==> src/icd_pkg.sv <==
// Constants, field layouts and types shared by the instruction cycle decoder.
`default_nettype none

package icd_pkg;

   // Register byte offsets.
   localparam logic [7:0] ICD_OFS_CTRL   = 8'h00;
   localparam logic [7:0] ICD_OFS_INSTR  = 8'h04;
   localparam logic [7:0] ICD_OFS_DECODE = 8'h08;
   localparam logic [7:0] ICD_OFS_STATUS = 8'h0c;

   // Control register fields and reset value.
   localparam int         ICD_CTRL_PTR0_PROG = 0;
   localparam int         ICD_CTRL_PTR1_PROG = 1;
   localparam int         ICD_CTRL_COND      = 2;
   localparam logic [2:0] ICD_CTRL_RESET     = 3'h0;

   // Status register fields.
   localparam int ICD_STAT_BUSY     = 0;
   localparam int ICD_STAT_LEFT_LSB = 1;
   localparam int ICD_STAT_PH_LSB   = 3;
   localparam int ICD_STAT_CNT_LSB  = 8;

   // Instruction word and field widths.
   localparam int ICD_IW_W   = 14;
   localparam int ICD_FADR_W = 7;
   localparam int ICD_BIT_W  = 3;
   localparam int ICD_LIT_W  = 11;

   // Oscillator cycles in one instruction cycle.
   localparam int         ICD_OSC_PER_ICYC = 4;
   localparam logic [1:0] ICD_LAST_PHASE   = 2'(ICD_OSC_PER_ICYC - 1);
   localparam logic [1:0] ICD_RD_PHASE     = 2'h1;
   localparam logic [1:0] ICD_WR_PHASE     = 2'h3;

   // Fixed instruction words of the control group.
   localparam logic [13:0] ICD_OP_RETURN   = 14'h0008;
   localparam logic [13:0] ICD_OP_RETFI    = 14'h0009;
   localparam logic [13:0] ICD_OP_CALL_VIA_WORKING_REG    = 14'h000a;
   localparam logic [13:0] ICD_OP_BRW      = 14'h000b;
   localparam logic [6:0]  ICD_FADR_PCL    = 7'h02;
   localparam logic [7:0]  ICD_CNT_RESET   = 8'h00;

   typedef enum logic [1:0]
   {
      ICD_CLS_BYTE = 2'h0,
      ICD_CLS_BIT  = 2'h1,
      ICD_CLS_LIT  = 2'h2
   } icd_class_t;

   typedef enum logic [1:0]
   {
      ICD_ST_IDLE = 2'b01,
      ICD_ST_EXEC = 2'b10
   } icd_state_t;

   // Decoded instruction; 32 bits, also the image of the decode register.
   typedef struct packed
   {
      icd_class_t            cls;
      logic [ICD_FADR_W-1:0] fadr;
      logic [ICD_BIT_W-1:0]  bitn;
      logic                  dest;
      logic                  ptr;
      logic [1:0]            mode;
      logic [ICD_LIT_W-1:0]  lit;
      logic                  file_rd;
      logic                  file_wr;
      logic                  w_wr;
      logic [1:0]            cycles;
   } icd_decode_t;

   localparam icd_decode_t ICD_DEC_RESET = '0;

endpackage
`default_nettype wire

==> src/icd_decoder.sv <==
// Instruction cycle decoder with an AHB-Lite register slave.
//
// Functional notes
// - Each instruction is one 14-bit word holding opcode and operands.
// - Opcodes sort into byte file, bit file and literal/control classes.
// - Without an exception every instruction completes in one instruction cycle.
// - Direct call and call through working register take two cycles.
// - Return, return with literal and return from interrupt take two cycles.
// - Jumps and branches take two cycles; bit-test and counting skips take two only when the test is true.
// - A program counter change or true test adds a no-operation second cycle.
// - Indirect access through a pointer into program memory adds one cycle.
// - An instruction cycle is four oscillator cycles.
// - File instructions read, modify and store per instruction or destination bit.
// - The named file register is read even when only written.
// - File address field is seven bits, locations 0x00 to 0x7F.
// - Bit number field is three bits, one of eight positions.
// - Destination bit 0 stores to working register, 1 to file register.
// - Don't-care bit positions never affect decoding.
// - Pointer number field selects pointer pair 0 or 1.
// - Two-bit pointer update mode selects pre/post increment or decrement.
// - Literal field is passed to datapath and program counter logic.
`timescale 1ns/1ps
`default_nettype none

module icd_decoder
(
   // Clock and reset.
   input  wire logic        CLK_SYS,
   input  wire logic        SRST,
   // AHB-Lite slave.
   input  wire logic        HSEL,
   input  wire logic [31:0] HADDR,
   input  wire logic [1:0]  HTRANS,
   input  wire logic        HWRITE,
   input  wire logic [2:0]  HSIZE,
   input  wire logic [31:0] HWDATA,
   input  wire logic        HREADY,
   output logic [31:0]      HRDATA,
   output logic             HREADYOUT,
   output logic             HRESP,
   // Datapath and register file control.
   output icd_pkg::icd_decode_t DEC_OUT,
   output logic             FILE_RD_STB,
   output logic             FILE_WR_STB,
   output logic             W_WR_STB,
   output logic             NOP_CYCLE,
   output logic             INSTR_DONE
);

   // Bus state.
   logic        dp_pend_reg;
   logic        dp_write_reg;
   logic [7:0]  dp_addr_reg;
   logic        hready_reg;
   logic [31:0] hrdata_reg;
   logic        hresp_reg;

   // Software visible state.
   logic [2:0]  ctrl_reg;
   logic [13:0] instr_reg;
   logic [7:0]  done_cnt_reg;

   // Execution state.
   icd_pkg::icd_state_t  state_reg;
   icd_pkg::icd_state_t  state_next;
   icd_pkg::icd_decode_t dec_reg;
   logic [1:0]  left_reg;
   logic [1:0]  left_next;
   logic        first_reg;
   logic        rd_stb_reg;
   logic        wr_stb_reg;
   logic        w_stb_reg;
   logic        nop_reg;
   logic        done_reg;

   logic [1:0]  phase;
   logic        q_end;

   // Address phase and data phase decode.
   wire         ap_take   = HSEL & HTRANS[1] & HREADY;
   wire         sel_ctrl  = (dp_addr_reg == icd_pkg::ICD_OFS_CTRL);
   wire         sel_instr = (dp_addr_reg == icd_pkg::ICD_OFS_INSTR);
   wire         busy      = (state_reg == icd_pkg::ICD_ST_EXEC);
   wire         blocked   = dp_write_reg & sel_instr & busy;
   wire         dp_act    = dp_pend_reg & ~blocked;
   wire         start     = dp_act & dp_write_reg & sel_instr;
   wire         ctrl_wr   = dp_act & dp_write_reg & sel_ctrl;

   // Instruction word fields.
   wire [13:0]  iw     = HWDATA[icd_pkg::ICD_IW_W-1:0];
   wire [1:0]   op_hi  = iw[13:12];
   wire [3:0]   op_mid = iw[11:8];
   wire [6:0]   fadr   = iw[6:0];
   wire [2:0]   bitn   = iw[9:7];

   // Class decode.
   wire is_bit    = (op_hi == 2'b01);
   wire is_byte11 = (op_hi == 2'b11) &
                    ((op_mid == 4'h5) | (op_mid == 4'h6) | (op_mid == 4'h7) |
                     (op_mid == 4'hb) | (op_mid == 4'hd));
   wire is_ctl0   = (op_hi == 2'b00) & (op_mid == 4'h0) & ~iw[7];
   wire is_byte   = ((op_hi == 2'b00) & ~is_ctl0) | is_byte11;
   wire is_clrw   = (op_hi == 2'b00) & (op_mid == 4'h1) & (iw[7:2] == 6'h00);
   wire uses_file = (is_byte & ~is_clrw) | is_bit;
   icd_pkg::icd_class_t cls;
   assign cls = is_bit  ? icd_pkg::ICD_CLS_BIT  :
                is_byte ? icd_pkg::ICD_CLS_BYTE :
                          icd_pkg::ICD_CLS_LIT;

   // Control transfers.
   wire is_call    = (op_hi == 2'b10) & ~iw[11];
   wire is_jump    = (op_hi == 2'b10) & iw[11];
   wire is_call_via_working_reg   = (iw == icd_pkg::ICD_OP_CALL_VIA_WORKING_REG);
   wire is_return  = (iw == icd_pkg::ICD_OP_RETURN);
   wire is_retfi   = (iw == icd_pkg::ICD_OP_RETFI);
   wire is_brw     = (iw == icd_pkg::ICD_OP_BRW);
   wire is_retlit  = (op_hi == 2'b11) & (op_mid == 4'h4);
   wire is_bra     = (op_hi == 2'b11) & (iw[11:9] == 3'b001);
   wire is_bitskip = is_bit & iw[11];
   wire is_cntskip = (op_hi == 2'b00) & ((op_mid == 4'hb) | (op_mid == 4'hf));
   wire pcl_write  = is_byte & uses_file & iw[7] & (fadr == icd_pkg::ICD_FADR_PCL);

   // Indirect moves and pointer selection.
   wire is_indmove = is_ctl0 & (iw[7:4] == 4'h1);
   wire is_indexed = (op_hi == 2'b11) & (op_mid == 4'hf);
   wire [1:0] mode = is_indmove ? iw[1:0] : 2'b00;
   wire ptr_num    = is_indmove ? iw[2] :
                     is_indexed ? iw[6] : fadr[0];
   wire indir_ref  = (uses_file & (fadr[6:1] == 6'h00)) | is_indmove | is_indexed;
   wire ptr_prog   = ptr_num ? ctrl_reg[icd_pkg::ICD_CTRL_PTR1_PROG]
                             : ctrl_reg[icd_pkg::ICD_CTRL_PTR0_PROG];

   // Cycle count.
   wire two_call   = is_call | is_call_via_working_reg;
   wire two_ret    = is_return | is_retlit | is_retfi;
   wire two_branch = is_jump | is_bra | is_brw | pcl_write;
   wire skip_true  = (is_bitskip | is_cntskip) & ctrl_reg[icd_pkg::ICD_CTRL_COND];
   wire add_two    = two_call | two_ret | two_branch | skip_true;
   wire add_ind    = indir_ref & ptr_prog;
   wire [1:0] cycles = 2'h1 + {1'b0, add_two} + {1'b0, add_ind};

   // Read-modify-write strobes and destination.
   wire dest     = is_byte ? iw[7] : is_bit;
   wire file_rd  = uses_file;
   wire file_wr  = uses_file & (is_byte ? iw[7] : ~iw[11]);
   wire w_wr     = (is_byte & uses_file & ~iw[7]) | is_clrw;

   icd_pkg::icd_decode_t dec_new;
   assign dec_new.cls     = cls;
   assign dec_new.fadr    = fadr;
   assign dec_new.bitn    = is_bit ? bitn : 3'h0;
   assign dec_new.dest    = dest;
   assign dec_new.ptr     = ptr_num;
   assign dec_new.mode    = mode;
   assign dec_new.lit     = iw[icd_pkg::ICD_LIT_W-1:0];
   assign dec_new.file_rd = file_rd;
   assign dec_new.file_wr = file_wr;
   assign dec_new.w_wr    = w_wr;
   assign dec_new.cycles  = cycles;

   // Execution sequencing.
   wire last_cyc = (left_reg == 2'h1);
   wire cyc_end  = busy & q_end;
   assign state_next = start ? icd_pkg::ICD_ST_EXEC :
                       (cyc_end & last_cyc) ? icd_pkg::ICD_ST_IDLE : state_reg;
   assign left_next  = start ? cycles : cyc_end ? left_reg - 2'h1 : left_reg;

   // Registered strobes are decided one phase early so each stands in its own phase.
   // Otherwise the store of the first cycle would spill into the following filler cycle.
   wire [1:0] phase_nx = phase + 2'h1;
   wire       lead_cyc = busy & first_reg;
   wire       rd_due   = lead_cyc & dec_reg.file_rd &
                         (phase_nx == icd_pkg::ICD_RD_PHASE);
   wire       wr_due   = lead_cyc & dec_reg.file_wr &
                         (phase_nx == icd_pkg::ICD_WR_PHASE);
   wire       w_due    = lead_cyc & dec_reg.w_wr &
                         (phase_nx == icd_pkg::ICD_WR_PHASE);
   wire       nop_due  = (state_next == icd_pkg::ICD_ST_EXEC) & ~start &
                         (cyc_end | ~first_reg);
   wire       done_due = cyc_end & last_cyc;

   // Read data selection.
   wire [31:0] status_word = {16'h0000, done_cnt_reg, 3'h0, phase, left_reg, busy};
   wire [31:0] rd_word =
      (dp_addr_reg == icd_pkg::ICD_OFS_CTRL)   ? {29'h0, ctrl_reg}  :
      (dp_addr_reg == icd_pkg::ICD_OFS_INSTR)  ? {18'h0, instr_reg} :
      (dp_addr_reg == icd_pkg::ICD_OFS_DECODE) ? dec_reg            :
      (dp_addr_reg == icd_pkg::ICD_OFS_STATUS) ? status_word        : 32'h0000_0000;

   icd_qphase u_qphase
   (
      .clk     (CLK_SYS),
      .srst    (SRST),
      .restart (start),
      .phase   (phase),
      .q_end   (q_end)
   );

   // Bus slave: one wait state, longer while an instruction write must wait.
   always_ff @(posedge CLK_SYS)
   begin
      if (SRST)
      begin
         dp_pend_reg  <= 1'b0;
         dp_write_reg <= 1'b0;
         dp_addr_reg  <= 8'h00;
         hready_reg   <= 1'b1;
         hrdata_reg   <= 32'h0000_0000;
         hresp_reg    <= 1'b0;
      end
      else if (dp_pend_reg)
      begin
         if (dp_act)
         begin
            dp_pend_reg <= 1'b0;
            hready_reg  <= 1'b1;
            hrdata_reg  <= dp_write_reg ? 32'h0000_0000 : rd_word;
         end
      end
      else if (ap_take)
      begin
         dp_pend_reg  <= 1'b1;
         dp_write_reg <= HWRITE;
         dp_addr_reg  <= {HADDR[7:2], 2'b00};
         hready_reg   <= 1'b0;
      end
   end

   // Software registers.
   always_ff @(posedge CLK_SYS)
   begin
      if (SRST)
      begin
         ctrl_reg     <= icd_pkg::ICD_CTRL_RESET;
         instr_reg    <= 14'h0000;
         done_cnt_reg <= icd_pkg::ICD_CNT_RESET;
      end
      else
      begin
         if (ctrl_wr)
            ctrl_reg <= HWDATA[2:0];
         if (start)
            instr_reg <= iw;
         if (cyc_end & last_cyc)
            done_cnt_reg <= done_cnt_reg + 8'h01;
      end
   end

   // Instruction execution over whole instruction cycles.
   always_ff @(posedge CLK_SYS)
   begin
      if (SRST)
      begin
         state_reg <= icd_pkg::ICD_ST_IDLE;
         dec_reg   <= icd_pkg::ICD_DEC_RESET;
         left_reg  <= 2'h0;
         first_reg <= 1'b0;
      end
      else
      begin
         state_reg <= state_next;
         left_reg  <= left_next;
         if (start)
            dec_reg <= dec_new;
         if (start)
            first_reg <= 1'b1;
         else if (cyc_end)
            first_reg <= 1'b0;
      end
   end

   // Datapath strobes: read in the second phase, store in the last phase.
   always_ff @(posedge CLK_SYS)
   begin
      if (SRST)
      begin
         rd_stb_reg <= 1'b0;
         wr_stb_reg <= 1'b0;
         w_stb_reg  <= 1'b0;
         nop_reg    <= 1'b0;
         done_reg   <= 1'b0;
      end
      else
      begin
         rd_stb_reg <= rd_due;
         wr_stb_reg <= wr_due;
         w_stb_reg  <= w_due;
         nop_reg    <= nop_due;
         done_reg   <= done_due;
      end
   end

   assign HRDATA      = hrdata_reg;
   assign HREADYOUT   = hready_reg;
   assign HRESP       = hresp_reg;
   assign DEC_OUT     = dec_reg;
   assign FILE_RD_STB = rd_stb_reg;
   assign FILE_WR_STB = wr_stb_reg;
   assign W_WR_STB    = w_stb_reg;
   assign NOP_CYCLE   = nop_reg;
   assign INSTR_DONE  = done_reg;

endmodule
`default_nettype wire

==> src/icd_qphase.sv <==
// Divider that splits the system clock into the four phases of an instruction cycle.
`timescale 1ns/1ps
`default_nettype none

module icd_qphase
(
   // Clock and reset.
   input  wire logic       clk,
   input  wire logic       srst,
   // Restart the phase count at the start of an instruction.
   input  wire logic       restart,
   // Phase and end of instruction cycle.
   output logic [1:0] phase,
   output logic       q_end
);

   logic [1:0] cnt_reg;
   logic [1:0] cnt_next;

   assign cnt_next = restart ? 2'h0 : cnt_reg + 2'h1;
   assign phase    = cnt_reg;
   assign q_end    = (cnt_reg == icd_pkg::ICD_LAST_PHASE);

   always_ff @(posedge clk)
   begin
      if (srst)
         cnt_reg <= 2'h0;
      else
         cnt_reg <= cnt_next;
   end

endmodule
`default_nettype wire

==> config.mk <==
export PLATFORM = sky130hd
export DESIGN_NAME = icd_decoder
export DESIGN_NICKNAME = d
export VERILOG_FILES = /design/src/icd_pkg.sv /design/src/icd_decoder.sv /design/src/icd_qphase.sv
export SDC_FILE = /design/constraint.sdc
export NUM_CORES = 1
export LEC_CHECK = 0
export BUFFER_PORTS_ARGS = -buffer_cell sky130_fd_sc_hd__buf_2
export CAP_MARGIN = 10
export CORE_AREA = 2 2 107 78
export DETAILED_ROUTE_END_ITERATION = 10
export DIE_AREA = 0 0 109 80
export GPL_ROUTABILITY_DRIVEN = 1
export PLACE_DENSITY = 0.86
export SYNTH_ARGS = -nofsm -noshare
export SYNTH_HDL_FRONTEND = slang
export SYNTH_SLANG_ARGS = --single-unit
==> constraint.sdc <==
create_clock -name CLK_SYS -period 6.1 [get_ports CLK_SYS]
set_clock_uncertainty 0.05 [all_clocks]
set_input_delay 1.22 -clock CLK_SYS [delete_from_list [all_inputs] [get_ports CLK_SYS]]
set_output_delay 1.22 -clock CLK_SYS [all_outputs]
set_load 0.02 [all_outputs]
==> run_results.csv, run 1 <==
group,metric,value,unit
run_status,status,"complete, no violations",
clocking,clock-sinks,92,
synth,yosys_warnings,0,
floorplan,fp.dieW,109,um
timing,fin_crit,3350,ps
setup_path,r2r_start,"dp_addr_reg[2]",
power_and_ir_drop,powerDensity,237,nW/um2
timing,setup_violations,0,
setup_path,endpoint,"left_reg[0]",
final_layout,regArea,1840,um2
global_route,grt_pass1_vias,3168,
synth,avgSynthCellArea,9.04,um2
final_layout,largest_register_ffs,32,
routing,drc,0,
routing,firstDrtPassIters,5,
global_route,grt_overflow,0,
routing,wl,10400,um
setup_path,crit_start,"HWDATA[7]",
place,place_hpwl,7400,um
synth,ys_seq_area_share,45.1,%
power_and_ir_drop,irDropWorstVdd,0.128,mV
timing,rsz0062_at_grt,"false",
setup_path,crit_fanout,7,
final_layout,antenna_cells,0,
synth,synthCells,452,
clocking,cts_tree,"yes",
routing,wl_per_cell,16.8,um
clocking,cts_made_buffers,9,
timing,relSlewSlack,44.6,%
synth,synth.top_cell.area_share,45.1,%
timing,fmax,298,MHz
routing,viasPerCell,5.66,
routing,met2WireLength,4280,um
clocking,cts_max_path_buffers,2,
final_layout,drive_gt1_share,25.5,%
synth,synth_most_common_cell,"dfxtp_1",
floorplan,initial_core_util,53.3,%
flow_run,cap_violations,0,
final_layout,nFillCells,667,
floorplan,fp-row-count,27,
place,portBuffers,95,
floorplan,dieArea,8720,um2
synth,synth_largest_area_cell,"dfxtp_1",
floorplan,die-height,80,um
timing,final-hold-violation-count,0,
final_layout,multi_input_area,1940,um2
routing,top_layer_used,"met4",
timing,timing.final.crit_share,55.0,%
routing,met1Wirelength,4820,um
routing,drt_iter0_markers,235,
routing,dr_total_vias,3504,
clocking,insertion_delay,370,ps
floorplan,core_area,7670,um2
setup_path,arrival,3600,ps
clocking,hold_buffers,0,
synth,ys_async_sr_fraction,0,%
place,pre_cts_slack,2430,ps
synth,synth_area_leaders,"dfxtp_1 (45%), nand2_1 (5.5%), a21oi_1 (5.0%), buf_4 (4.0%), mux2i_1 (3.7%)",
timing,tightestPinTransition,829,ps
place,gp_congestion,0.939,
setup_path,r2r-end,"left_reg[0]",
timing,fin_hold_ws,404,ps
global_route,grtUsageTotal,25.2,%
final_layout,fin_nets,593,
synth,ys_ff_latch,92,
floorplan,ios,145,
power_and_ir_drop,p_leak,1.94,nW
hold_path,hold_class,"reg2reg",
routing,antenna_left,0,
timing,setup_slack,2750,ps
clocking,ctsResizeCount,0,
setup_path,cp.required,6340,ps
setup_path,crit_path_start_kind,"primary input",
global_route,grt_max_degree,69,
clocking,h-tree-depth,3,
synth,synth_nets,532,
global_route,antenna_found_initial,0,
final_layout,area_growth,14.0,%
synth,yosys_most_used_dff,"dfxtp_1",
setup_path,r2r_cells,5,
routing,wl_met3,1180,um
timing,fin_tns_setup,0,ps
setup_path,critPathCaptureType,"flip-flop",
timing,finalMaxSlewViolations,0,
setup_path,crit_type,"in2reg",
clocking,path_clk_slew,80,ps
global_route,grt_pass1_wl,16500,um
clocking,cts_setup_buffers,0,
clocking,root_buffer,"clkbuf_8",
synth,syn_area,4090,um2
setup_path,reg2reg_slack,3250,ps
synth,synth.top_cells.by_count,"dfxtp_1 (92), nand2_1 (60), a21oi_1 (41), nor2_1 (30)",
synth,synth_edf_count,0,
synth,ys_types,54,
## worst max-delay path, stage by stage
cell and delay (ps):
buf_2 140, or4_1 560, and4b_1 390, nor2b_1 260
o21a_1 160, o32ai_1 70, ha_1 310, a21oi_1 260
a21boi_0 220
## logic make-up after synthesis
kind of cell	after synthesis	share of synthesized area, %
DFF	92	45.1
muxes	24	6.43
and+or+nand+nor	157	19.6
buffers and inverters	57	7.32
adders and majority gates	6	1.84
AOI/OAI and AO/OA	106	17.7
xor gates and xnor gates	9	1.93
other	1	0.0918
## area by class of cell
| cell class | instances | share of cell area (%) |
|---|---|---|
| Multi-Input combinational cell | 303 | 41.8 |
| Sequential cell | 92 | 39.5 |
| Clock buffer | 13 | 3.63 |
| Inverter | 9 | 0.725 |
| Clock inverter | 3 | 0.940 |
| Timing Repair Buffer | 98 | 10.7 |
| Tap cell | 101 | 2.71 |
## metrics by stage
| stage | util [%] | area (um2) | total power [mW] | std cells |
|---|---|---|---|---|
| 6_report | 60.7 | 4660 | 1.10 | 619 |
| 2_1_floorplan | - | 4090 | 0.664 | 452 |
| 3_5_place_dp | 58.0 | 4440 | 0.685 | 603 |
| 4_1_cts | 60.7 | 4660 | 1.11 | 619 |
| 5_1_grt | 60.7 | 4660 | 1.15 | 619 |
| 3_3_place_gp | 58.0 | 4440 | 0.683 | 603 |
## cell usage in the layout (no fill, tap or decap), types with 3 or more instances in the layout
cell / synthesis / layout
a21boi_0: 4 / 4
a21oi_1: 41 / 41
a22o_1: 14 / 14
a22oi_1: 8 / 8
and3_1: 4 / 4
buf_2: 2 / 95
buf_4: 22 / 3
clkbuf_8: 0 / 12
dfxtp_1: 92 / 92
ha_1: 6 / 6
inv_1: 9 / 9
mux2_2: 8 / 8
mux2i_1: 15 / 15
nand2_1: 60 / 60
nand2b_1: 4 / 4
nand3_1: 17 / 17
nand4_1: 7 / 7
nor2_1: 30 / 30
nor2b_1: 8 / 8
nor3_1: 4 / 4
nor3b_1: 5 / 5
o21a_1: 3 / 3
o21ai_0: 7 / 7
o2bb2ai_1: 12 / 12
o31a_1: 3 / 3
or4_1: 3 / 3
xnor2_1: 3 / 3
xor2_1: 6 / 6
## power breakdown
part	switching, mW	internal, mW
combinational	0.0411	0.0215
sequential	0.00628	0.603
clock	0.206	0.223
total	0.253	0.848
## worst min path at each step
| stage | end | slack, ps | start | cells after the start |
|---|---|---|---|---|
| floorplan | instr_reg[11] | 380 | instr_reg[11] | 2 |
| global placement | HREADYOUT | 380 | HREADYOUT | 2 |
| detailed placement | HRDATA[20] | 390 | HRDATA[20] | 2 |
| CTS | HRDATA[21] | 410 | HRDATA[21] | 2 |
| global route | HRDATA[21] | 430 | HRDATA[21] | 2 |
| finish | HREADYOUT | 400 | HREADYOUT | 2 |
## routing by layer
layer  vias up  track usage [%]
met5         -                0
met2       164             35.7
met4         0             5.90
met1      1629             35.4
met3        18             10.4
li1       1693                -
Power figures use the tool's default switching activity.
==> inputs of run 2 (changes only) <==
--- a/config.mk
+++ b/config.mk
@@ -7,11 +7,11 @@
 export LEC_CHECK = 0
 export BUFFER_PORTS_ARGS = -buffer_cell sky130_fd_sc_hd__buf_2
 export CAP_MARGIN = 10
-export CORE_AREA = 2 2 107 78
+export CORE_AREA = 2 2 112 81
 export DETAILED_ROUTE_END_ITERATION = 10
-export DIE_AREA = 0 0 109 80
+export DIE_AREA = 0 0 114 83
 export GPL_ROUTABILITY_DRIVEN = 1
-export PLACE_DENSITY = 0.86
+export PLACE_DENSITY = 0.8
 export SYNTH_ARGS = -nofsm -noshare
 export SYNTH_HDL_FRONTEND = slang
 export SYNTH_SLANG_ARGS = --single-unit
==> constraint.sdc (replaced) <==
create_clock -name CLK_SYS -period 3.1 [get_ports CLK_SYS]
set_clock_uncertainty 0.05 [all_clocks]
set_input_delay 0.62 -clock CLK_SYS [delete_from_list [all_inputs] [get_ports CLK_SYS]]
set_output_delay 0.62 -clock CLK_SYS [all_outputs]
set_load 0.02 [all_outputs]
==> run_results.csv, run 2 (same netlist as run 1, synthesis figures left out) <==
group,metric,value,unit
run_status,status,"complete, no violations",
global_route,antenna_found_initial,0,
final_layout,fin_nets,598,
routing,antenna_left,0,
final_layout,largest_register_ffs,32,
hold_path,whs_endpoint,"HREADYOUT",
hold_path,hold_class,"reg2reg",
hold_path,min_from,"HREADYOUT",
timing,setup_violations,0,
power_and_ir_drop,comb_power_share,5.2,%
timing,relSlewSlack,43.9,%
final_layout,final_cells,627,
global_route,grtUsageTotal,22.9,%
final_layout,multi_input_area,1940,um2
setup_path,r2r-end,"instr_reg[0]",
final_layout,nFillCells,759,
setup_path,crit_type,"in2reg",
place,place_hpwl,7640,um
global_route,grt_pass1_vias,3282,
clocking,root_buffer,"clkbuf_16",
setup_path,cp.required,3320,ps
final_layout,final_common_cell,"buf_2",
final_layout,area_growth,17.6,%
final_layout,drive_gt1_share,26.1,%
setup_path,critPathCaptureType,"flip-flop",
timing,final-hold-violation-count,0,
floorplan,ios,145,
final_layout,finish.instance_area,4800,um2
floorplan,dieArea,9460,um2
setup_path,r2r_start,"dp_addr_reg[4]",
clocking,path_clk_slew,60,ps
setup_path,crit_fanout,7,
clocking,cts_setup_buffers,0,
clocking,hold_buffers,0,
place,place_area,4490,um2
power_and_ir_drop,power.share.sequential,47.9,%
timing,finalMaxSlewViolations,0,
timing,fin_crit,2770,ps
floorplan,fp.dieW,114,um
routing,dr_total_vias,3579,
power_and_ir_drop,p_leak,2.01,nW
routing,firstDrtPassIters,4,
place,portBuffers,95,
clocking,ctsResizeCount,0,
floorplan,initial_core_util,49.0,%
setup_path,reg2reg_slack,650,ps
clocking,cts_made_buffers,9,
routing,drt_iter0_markers,355,
place,dp.cells,612,
power_and_ir_drop,clockPowerShare,46.9,%
clocking,h-tree-depth,3,
power_and_ir_drop,power.switching,542,uW
power_and_ir_drop,p_sw_share,21.7,%
global_route,grt_max_degree,38,
routing,wl_per_cell,17.0,um
timing,fin_tns_setup,0,ps
final_layout,regArea,1840,um2
place,gp_congestion,0.882,
timing,fmax,361,MHz
clocking,cts_max_path_buffers,2,
timing,tightestPinTransition,840,ps
timing,fin_hold_ws,388,ps
setup_path,r2r_cells,6,
floorplan,die-height,83,um
floorplan,core_area,8340,um2
power_and_ir_drop,internal_power,1.96,mW
global_route,grt_overflow,0,
setup_path,arrival,2990,ps
hold_path,hold-path-cell-count,2,
clocking,cts_tree,"yes",
power_and_ir_drop,powerDensity,520,nW/um2
timing,timing.final.crit_share,89.3,%
global_route,grt_pass1_wl,17100,um
flow_run,cap_violations,0,
clocking,clock-sinks,92,
final_layout,final_cell_mix,"buf_2 (95), dfxtp_1 (92), nand2_1 (60), a21oi_1 (41), nor2_1 (30)",
floorplan,fp-row-count,28,
routing,wl,10700,um
timing,rsz0062_at_grt,"false",
setup_path,crit_path_start_kind,"primary input",
power_and_ir_drop,irDropWorstVdd,0.251,mV
routing,viasPerCell,5.71,
final_layout,antenna_cells,0,
clocking,insertion_delay,340,ps
routing,drc,0,
## run 2: cell types whose count changed in the layout (fill, tap and decap cells not counted)
cell / before / now
bufinv_16: 1 / 2
clkbuf_8: 12 / 1
buf_4: 3 / 8
clkbuf_16: 0 / 9
## run 2: stage by stage
| step | power, mW | worst slack [ps] | utilization [%] |
|---|---|---|---|
| after global placement | 1.35 | 98.5 | 53.8 |
| after global routing | 2.58 | 250 | 57.6 |
| after floorplan | 1.31 | 375 | - |
| final | 2.50 | 333 | 57.6 |
| after detailed placement | 1.35 | 60.6 | 53.8 |
| after CTS | 2.51 | 409 | 57.6 |
## run 2: area by class of cell
class / count / share of cell area (%)
multi-input cells: 303 / 40.5
flip-flops and latches: 92 / 38.3
repair buffers: 103 / 11.1
clock buffers: 11 / 5.05
well taps: 105 / 2.74
clock inverters: 4 / 1.54
inverters: 9 / 0.703
## run 2: power groups by stage
| stage | registers (mW) | clock network, mW | logic (mW) |
|---|---|---|---|
| final | 1.20 | 1.17 | 0.131 |
| after global placement | 1.22 | 0 | 0.127 |
| after floorplan | 1.22 | 0 | 0.0848 |
| after global routing | 1.20 | 1.24 | 0.142 |
| after detailed placement | 1.22 | 0 | 0.128 |
| after CTS | 1.20 | 1.18 | 0.128 |
## run 2: worst max-delay path: stages
cell and delay, ps:
buf_2 140, or4_1 550, and4b_1 410, nor2b_1 250
nor3b_1 90, o32ai_1 210, ha_1 300, a21oi_1 220
a21boi_0 190
## run 2: how the worst max path moves through the flow
stage	start	endpoint	cells past startpoint
final	HWDATA[10]	left_reg[0]	9
after global routing	HWDATA[10]	left_reg[0]	9
after CTS	HWDATA[10]	left_reg[0]	9
after detailed placement	HWDATA[10]	left_reg[0]	9
after global placement	HWDATA[10]	left_reg[0]	9
after floorplan	HWDATA[11]	left_reg[0]	9
## run 2: routing by layer
| metal | track usage, % | routed length [um] |
|---|---|---|
| met3 | 7.37 | 910 |
| met5 | 0 | 0 |
| met1 | 34.7 | 5230 |
| met2 | 32.1 | 4480 |
| met4 | 3.22 | 50 |
